File: config.mk
export PLATFORM = sky130hd
export DESIGN_NAME = rdsf_top
export DESIGN_NICKNAME = d
export VERILOG_FILES = /design/src/rdsf_top.v /design/src/rdsf_sync.v
export VERILOG_INCLUDE_DIRS = /design/src /design/src/src
export SDC_FILE = /design/constraint.sdc
export NUM_CORES = 1
export LEC_CHECK = 0
export BUFFER_PORTS_ARGS = -buffer_cell sky130_fd_sc_hd__clkbuf_2
export CORE_MARGIN = 3
export CORE_UTILIZATION = 26
export CTS_CLUSTER_DIAMETER = 200
export DETAILED_ROUTE_END_ITERATION = 12
export PLACE_DENSITY = 0.48
export SETUP_SLACK_MARGIN = 0.4
export SLEW_MARGIN = 5
export SYNTH_ARGS = -nofsm -noshare
export SYNTH_HDL_FRONTEND = slang
export SYNTH_SLANG_ARGS = --single-unit
File: constraint.sdc
create_clock -name clk_i -period 3.07 [get_ports clk_i]
set_input_delay 0.614 -clock clk_i [delete_from_list [all_inputs] [get_ports clk_i]]
set_output_delay 0.614 -clock clk_i [all_outputs]
set_load 0.005 [all_outputs]
File: src/rdsf_regs.vh
// Purpose: constants for the redriver strap and status flag logic
// Assumes: 25 MHz clock
// Notes:   times in ns, cycle counts derived from them
`ifndef RDSF_REGS_VH
`define RDSF_REGS_VH
`define RDSF_CLK_PERIOD_NS   40
`define RDSF_I2C_ADDR        7'h2C
`define RDSF_SENS_LOW        2'h0
`define RDSF_SENS_MED        2'h1
`define RDSF_SENS_HIGH       2'h2
`define RDSF_BOOST_FLOAT     2'h3
`define RDSF_CHIRP_MIN_NS    18000
`define RDSF_CHIRP_MAX_NS    128000
`define RDSF_CHIRP_MIN_CYC   ((`RDSF_CHIRP_MIN_NS + `RDSF_CLK_PERIOD_NS - 1) / `RDSF_CLK_PERIOD_NS)
`define RDSF_CHIRP_MAX_CYC   (`RDSF_CHIRP_MAX_NS / `RDSF_CLK_PERIOD_NS)
`define RDSF_CNT_W           13
`endif

File: src/rdsf_top.v
// Purpose: mode/strap capture and status flags of a USB 2.0 redriver
// Assumes: line-state events arrive as decoded levels from the analog side
// Notes:   resetn_i is the device enable pin after board-level filtering
`timescale 1ns/100ps
`include "rdsf_regs.vh"
module rdsf_top (
  input  wire       clk_i,
  input  wire       resetn_i,
  input  wire       charger_port_enable_n_i,
  input  wire       sda_i,
  input  wire       scl_i,
  input  wire       sens_hi_i,
  input  wire       sens_lo_i,
  input  wire [1:0] boost_strap_i,
  input  wire       boost_float_i,
  input  wire [1:0] i2c_edge_boost_i,
  input  wire [1:0] i2c_dc_boost_i,
  input  wire       fixture_det_i,
  input  wire       test_packet_i,
  input  wire       usb_reset_i,
  input  wire       chirp_j_i,
  input  wire       chirp_k_i,
  input  wire       squelch_i,
  input  wire       pullup_det_i,
  input  wire       disconnect_i,
  input  wire       suspend_i,
  output reg        charger_en_o,
  output reg        i2c_mode_o,
  output wire [6:0] i2c_addr_o,
  output reg  [1:0] rx_sensitivity_o,
  output reg  [1:0] edge_boost_o,
  output reg  [1:0] dc_boost_o,
  output reg        straps_valid_o,
  output wire       sens_pin_o,
  output wire       sens_pin_oe_o,
  output wire       scl_pin_o,
  output wire       scl_pin_oe_o,
  output reg        high_speed_active_flag_o,
  output reg        attach_detect_flag_o,
  output wire       active_o
);
  localparam ST_IDLE  = 3'h0;
  localparam ST_FIXT  = 3'h1;
  localparam ST_CHJ   = 3'h2;
  localparam ST_CHK   = 3'h3;
  localparam ST_HSOK  = 3'h4;
  localparam ST_HS    = 3'h5;
  localparam MIN_CYC  = `RDSF_CHIRP_MIN_CYC;
  localparam MAX_CYC  = `RDSF_CHIRP_MAX_CYC;

  wire [15:0] sy;
  reg  [2:0]  st_r;
  reg  [2:0]  st_nxt;
  reg  [`RDSF_CNT_W-1:0] cnt_r;
  reg  captured_r;
  reg  prev_j_r;
  reg  prev_k_r;

  // Single-bit pin-side inputs are resynchronised before use; boost_strap_i and the I2C boost buses are not
  rdsf_sync #(.W(16)) u_sync (
    .clk_i    (clk_i),
    .resetn_i (resetn_i),
    .d_i      ({charger_port_enable_n_i, sda_i, scl_i, sens_hi_i,
                sens_lo_i, fixture_det_i, test_packet_i, usb_reset_i,
                chirp_j_i, chirp_k_i, squelch_i, pullup_det_i,
                disconnect_i, suspend_i, boost_float_i, 1'b0}),
    .q_o      (sy)
  );
  wire cpe_n  = sy[15];
  wire sda_s  = sy[14];
  wire scl_s  = sy[13];
  wire shi_s  = sy[12];
  wire slo_s  = sy[11];
  wire fix_s  = sy[10];
  wire tpk_s  = sy[9];
  wire urst_s = sy[8];
  wire cj_s   = sy[7];
  wire ck_s   = sy[6];
  wire sq_s   = sy[5];
  wire pu_s   = sy[4];
  wire dis_s  = sy[3];
  wire sus_s  = sy[2];
  wire bfl_s  = sy[1];

  // Synchroniser resets to zero; its filter needs four edges to pass a
  // steady pin, so capture waits seven edges after release
  reg [2:0] settle_r;
  assign active_o   = resetn_i;
  assign i2c_addr_o = `RDSF_I2C_ADDR;

  function [1:0] decode_sens;
    input hi;
    input lo;
    begin
      if (hi && !lo) begin
        decode_sens = `RDSF_SENS_HIGH;
      end else if (lo && !hi) begin
        decode_sens = `RDSF_SENS_LOW;
      end else begin
        decode_sens = `RDSF_SENS_MED;
      end
    end
  endfunction

  // Straps caught once after release; held until next reset, except boosts, which follow the I2C inputs in I2C mode
  always @(posedge clk_i or negedge resetn_i) begin
    if (!resetn_i) begin
      settle_r         <= 3'h0;
      captured_r       <= 1'b0;
      straps_valid_o   <= 1'b0;
      i2c_mode_o       <= 1'b0;
      rx_sensitivity_o <= `RDSF_SENS_MED;
      edge_boost_o     <= `RDSF_BOOST_FLOAT;
      dc_boost_o       <= `RDSF_BOOST_FLOAT;
    end else if (!captured_r) begin
      if (settle_r != 3'h6) begin
        settle_r <= settle_r + 3'h1;
      end else begin
        captured_r       <= 1'b1;
        straps_valid_o   <= 1'b1;
        i2c_mode_o       <= sda_s & scl_s;
        rx_sensitivity_o <= decode_sens(shi_s, slo_s);
        if (bfl_s) begin
          edge_boost_o <= `RDSF_BOOST_FLOAT;
          dc_boost_o   <= `RDSF_BOOST_FLOAT;
        end else begin
          edge_boost_o <= boost_strap_i;
          dc_boost_o   <= boost_strap_i;
        end
      end
    end else if (i2c_mode_o) begin
      edge_boost_o <= i2c_edge_boost_i;
      dc_boost_o   <= i2c_dc_boost_i;
    end
  end

  always @(posedge clk_i or negedge resetn_i) begin
    if (!resetn_i) begin
      charger_en_o <= 1'b0;
    end else begin
      charger_en_o <= ~cpe_n & straps_valid_o;
    end
  end

  // Chirp length check; counter saturates to avoid wrap
  wire chirp_ok = (cnt_r >= MIN_CYC) && (cnt_r <= MAX_CYC);

  always @* begin
    st_nxt = st_r;
    case (st_r)
      ST_IDLE: begin
        if (fix_s) begin
          st_nxt = ST_FIXT;
        end else if (urst_s && cj_s) begin
          st_nxt = ST_CHJ;
        end
      end
      ST_FIXT: begin
        if (tpk_s) begin
          st_nxt = ST_HS;
        end else if (!fix_s) begin
          st_nxt = ST_IDLE;
        end
      end
      ST_CHJ: begin
        if (!cj_s) begin
          st_nxt = (ck_s && chirp_ok) ? ST_CHK : ST_IDLE;
        end
      end
      ST_CHK: begin
        if (!ck_s) begin
          st_nxt = chirp_ok ? ST_HSOK : ST_IDLE;
        end
      end
      ST_HSOK: begin
        if (sq_s) begin
          st_nxt = ST_HS;
        end
      end
      ST_HS: begin
        if (dis_s || (urst_s && !sus_s)) begin
          st_nxt = ST_IDLE;
        end
      end
      default: begin
        st_nxt = ST_IDLE;
      end
    endcase
    // Disconnect aborts any handshake in progress
    if (dis_s) begin
      st_nxt = ST_IDLE;
    end
  end

  always @(posedge clk_i or negedge resetn_i) begin
    if (!resetn_i) begin
      st_r     <= ST_IDLE;
      cnt_r    <= {`RDSF_CNT_W{1'b0}};
      prev_j_r <= 1'b0;
      prev_k_r <= 1'b0;
      high_speed_active_flag_o <= 1'b0;
      attach_detect_flag_o     <= 1'b0;
    end else if (captured_r) begin
      st_r     <= st_nxt;
      prev_j_r <= cj_s;
      prev_k_r <= ck_s;
      if ((cj_s && !prev_j_r) || (ck_s && !prev_k_r)) begin
        cnt_r <= {`RDSF_CNT_W{1'b0}};
      end else if (cnt_r != {`RDSF_CNT_W{1'b1}}) begin
        cnt_r <= cnt_r + {{(`RDSF_CNT_W-1){1'b0}}, 1'b1};
      end
      high_speed_active_flag_o <= (st_nxt == ST_HS);
      if (dis_s) begin
        attach_detect_flag_o <= 1'b0;
      end else if (pu_s) begin
        attach_detect_flag_o <= 1'b1;
      end
    end
  end

  // Flag pins only driven in strap mode after capture
  assign sens_pin_oe_o = captured_r & ~i2c_mode_o;
  assign sens_pin_o    = high_speed_active_flag_o;
  assign scl_pin_oe_o  = captured_r & ~i2c_mode_o;
  assign scl_pin_o     = attach_detect_flag_o;
endmodule

File: src/rdsf_sync.v
// Purpose: three-stage synchroniser with agreement filter
// Assumes: async inputs, one clock
// Notes:   output changes once stages two and three agree
`timescale 1ns/100ps
module rdsf_sync #(
  parameter W = 1
) (
  input  wire         clk_i,
  input  wire         resetn_i,
  input  wire [W-1:0] d_i,
  output reg  [W-1:0] q_o
);
  reg [W-1:0] s1_r;
  reg [W-1:0] s2_r;
  reg [W-1:0] s3_r;
  genvar g;
  generate
    for (g = 0; g < W; g = g + 1) begin : bit_g
      always @(posedge clk_i or negedge resetn_i) begin
        if (!resetn_i) begin
          s1_r[g] <= 1'b0;
          s2_r[g] <= 1'b0;
          s3_r[g] <= 1'b0;
          q_o[g]  <= 1'b0;
        end else begin
          s1_r[g] <= d_i[g];
          s2_r[g] <= s1_r[g];
          s3_r[g] <= s2_r[g];
          // Single-cycle glitches between stages are ignored
          if (s2_r[g] == s3_r[g]) begin
            q_o[g] <= s3_r[g];
          end
        end
      end
    end
  endgenerate
endmodule

==> results.md <==
- Nets: about 330
- Asr flop ratio synth: 100.0%
- Power per Cell Area: about 660 nW/um^2
- Worst slew pin tran: just over 800 ps
- DPL Wire Length: between 3000 and 4000 um
- Syn. warnings: 0
- Largest net degree at the start of global routing: 57
- HP Class: in -> async
- P_sw: between 600 and 700 uW
- Netlist cell types: 45
- Rel. slew slack: a little under half
- CTS sink count: a little over 90
- Crit Path Max Fanout: 28
- Worst setup path category: reg -> out
- Die Y: approximately 120 um
- Layout fillers: about 1300
- Worst setup EP type: primary output
- Period utilization: around three quarters
- Cells after Synth: 266
- Post-CTS Hold Buffers: 0
- Synth top area share: between 60% and 70%
- Drt wl/cell: around 12 um
- Initial DRC Count: 85
- Vias/cell: 4.249
- GRT overflow: 0
- Yosys reg bits: between 90 and 100
- Worst-Skew Late Latency: about 330 ps
- Post-synth top cells: 88 x dfrtp_1, 15 x a21oi_1, 15 x inv_1, 15 x maj3_1, 14 x nor2_1
- CTS Buf Count: 9
- First-pass iteration count of the detailed router: 4
- Max Fclk: between 0.4 and 0.5 GHz
- Post-synthesis sequential area ratio: roughly two thirds
- Area of the multi-input gates: 1032 sq um
- Layout cell share with drive strength beyond 1: about 25%
- PnR Total Power: roughly 2700 uW
- WHS: ~230 ps
- DIE WIDTH: between 100 and 150 um
- Most common cell in the netlist: dfrtp_1
- Crit-path slowest cell: dfrtp_1
- Die area: between 10000 and 15000 sq um
- Gr busiest metal: met2
- CTS max path bufs: 2
- Internal power: 2079 uW
- Combinational share of power: under 10%
- Largest area contributor in the netlist: dfrtp_1
- Antenna Nets Post-Route: 0
- CORE AREA: 12880 sq um
- Top cells by area, synth: dfrtp_1 63%, maj3_1 4.3%, dfstp_2 3.7%
- IO Pins: 46
- Port Buf Inserts: 38
- Worst Path Arrival: 1670 ps
- Maximum vdd drop: between 300 and 400 uV
- H-Tree Depth: 3
- DR DRC count: 0
- Cell chain of the critical path: nor2b_1, clkbuf_2
- Routability cong.: roughly 0.8
- Clock skew: just under 7 ps
- Max Transition Viols Final: 0
- Antenna cells: 0
- MaxCap Viol Count: 0
- Critical Path Start Type: register
- Leakage: between 0.0015 and 0.002 uW
- Synth Flop Type: dfrtp_1
- Netlist Area Pre-Place: between 3000 and 4000 sq um
- Number of setup buffers added after CTS: 0
- GRT Util Overall: 8.304%
- Clk slew on worst S/H paths: roughly 70 ps
- Register Area: 2333 sq um
- GR Util met2: between 10 and 15%
- Synthesized area per cell: around 13 sq um
- Number of setup violations in the final report: 0
- Placement Rows: slightly above 40
- Vias in the first global route: approximately 2100
- M3 GR Usage: 2.646%
- Layout Area Growth over Synthesis: 18.31%
- R2r setup slk: between 1000 and 1500 ps
- Clock power frac: approximately two fifths
- Root Buffer: clkbuf_16
- Unrepaired setup endpoints after global routing: false
- Fin. Hold Viols: 0
- Flop pwr share: between 50% and 60%
- Resized cells post-CTS: 0
- Vias: around 2000
- Critical path required time: roughly 2500 ps
- Max stage delay on crit path: 880 ps
- Total wire length: approximately 5700 um
- Status: finished, final reports clean
- CTS tree: built
- First-pass GRT wire length: 9784 um
- Met1 usage: 10.75%
- TNS Setup: 0 ps
- Shortest period the worst path allows: roughly 2300 ps
- Initial antenna violation count: 0
- Initial Utilization: a little over a quarter
- Post-synth EDFFs: 0
- Sw Share: about a quarter
power groups by stage:
stage | Clock (uW) | Sequential (uW) | Combinational [uW]
2_1_floorplan | 0 | 1410 | 148
3_3_place_gp | 0 | 1430 | 218
3_5_place_dp | 0 | 1430 | 222
4_1_cts | 1160 | 1410 | 223
5_1_grt | 1220 | 1420 | 250
6_report | 1120 | 1410 | 216
critical path: cells and delay by family (launching register included):
kind	cells	cell delay, ps
buffers and inverters	1	150
DFF	1	880
and+or+nand+nor	1	310
path summary, 6_finish.rpt:
| check | depth (start not counted) | endpoint | startpoint |
|---|---|---|---|
| min in group clk_i | 0 | u_sync.s2_r[1] | u_sync.s1_r[1] |
| max in group asynchronous | 2 | cnt_r[11] | resetn_i |
| max reg2reg | 4 | cnt_r[11] | captured_r |
| min reg2reg | 0 | u_sync.s2_r[1] | u_sync.s1_r[1] |
| max | 2 | scl_pin_oe_o | captured_r |
| min | 1 | u_sync.s3_r[15] | resetn_i |
routing by layer:
metal  vias up  routed length (um)
met5         -                   0
met3         4                 221
met4         0                  60
met2        38                2775
li1        990                   -
met1      1016                2684
stage by stage:
| stage | cells | setup WS [ps] | instance area [sq um] | util (%) |
|---|---|---|---|---|
| 6_report | 482 | 790.2 | 4146 | 32.20 |
| 4_1_cts | 482 | 760.7 | 4146 | 32.20 |
| 3_5_place_dp | 466 | 1084 | 3837 | 29.80 |
| 3_3_place_gp | 466 | 1121 | 3837 | 29.80 |
| 5_1_grt | 482 | 656.3 | 4146 | 32.20 |
| 2_1_floorplan | 271 | 1364 | 3523 | - |
cells in the final DEF (no fill, tap or decap), types with 3 or more instances in the layout:
master / instances
conb_1: 7
mux2_2: 10
nand2b_1: 3
dfrtp_1: 88
ha_1: 5
clkbuf_16: 9
maj3_1: 15
clkbuf_2: 37
or3_1: 5
nor3_1: 5
xnor2_1: 3
dfstp_2: 5
inv_1: 15
nand2_1: 9
a21oi_1: 15
nor2b_1: 5
o22ai_1: 5
o21ai_0: 9
nor2_1: 14
nand3_1: 4
and4_1: 3
registers in the layout, indices dropped and copies added, names as in the netlist:
register and cells:
high_speed_active_flag_o 1, edge_boost_o 2, u_sync.s1_r 15, dc_boost_o 2, i2c_mode_o 1, charger_en_o 1, prev_j_r 1, u_sync.s2_r 15
u_sync.s3_r 15, captured_r 1, st_r 3, u_sync.q_o 15, settle_r 3, rx_sensitivity_o 2, straps_valid_o 1, attach_detect_flag_o 1
cnt_r 13, prev_k_r 1
area by class of cell:
class | count | share of cell area (%)
Sequential cell | 93 | 56.28
Multi-Input combinational cell | 147 | 24.89
Clock buffer | 9 | 5.431
Tap cell | 172 | 5.190
Timing Repair Buffer | 39 | 4.828
Clock inverter | 7 | 2.022
Inverter | 15 | 1.358
logic make-up (layout without fill, tap and decap cells):
group,count (synthesis),in the layout,share of synthesized area [%]
AO/OA/AOI/OAI,46,46,8.604
XOR/XNOR,5,5,1.250
flip-flops,93,93,66.58
adder cells (fa/ha/maj),20,20,6.069
multiplexers,10,10,3.213
other,2,7,0.2143
buffers and inverters,31,70,4.498
AND/OR/NAND/NOR,59,59,9.568
Note: power is estimated with default switching activity, not from simulation.
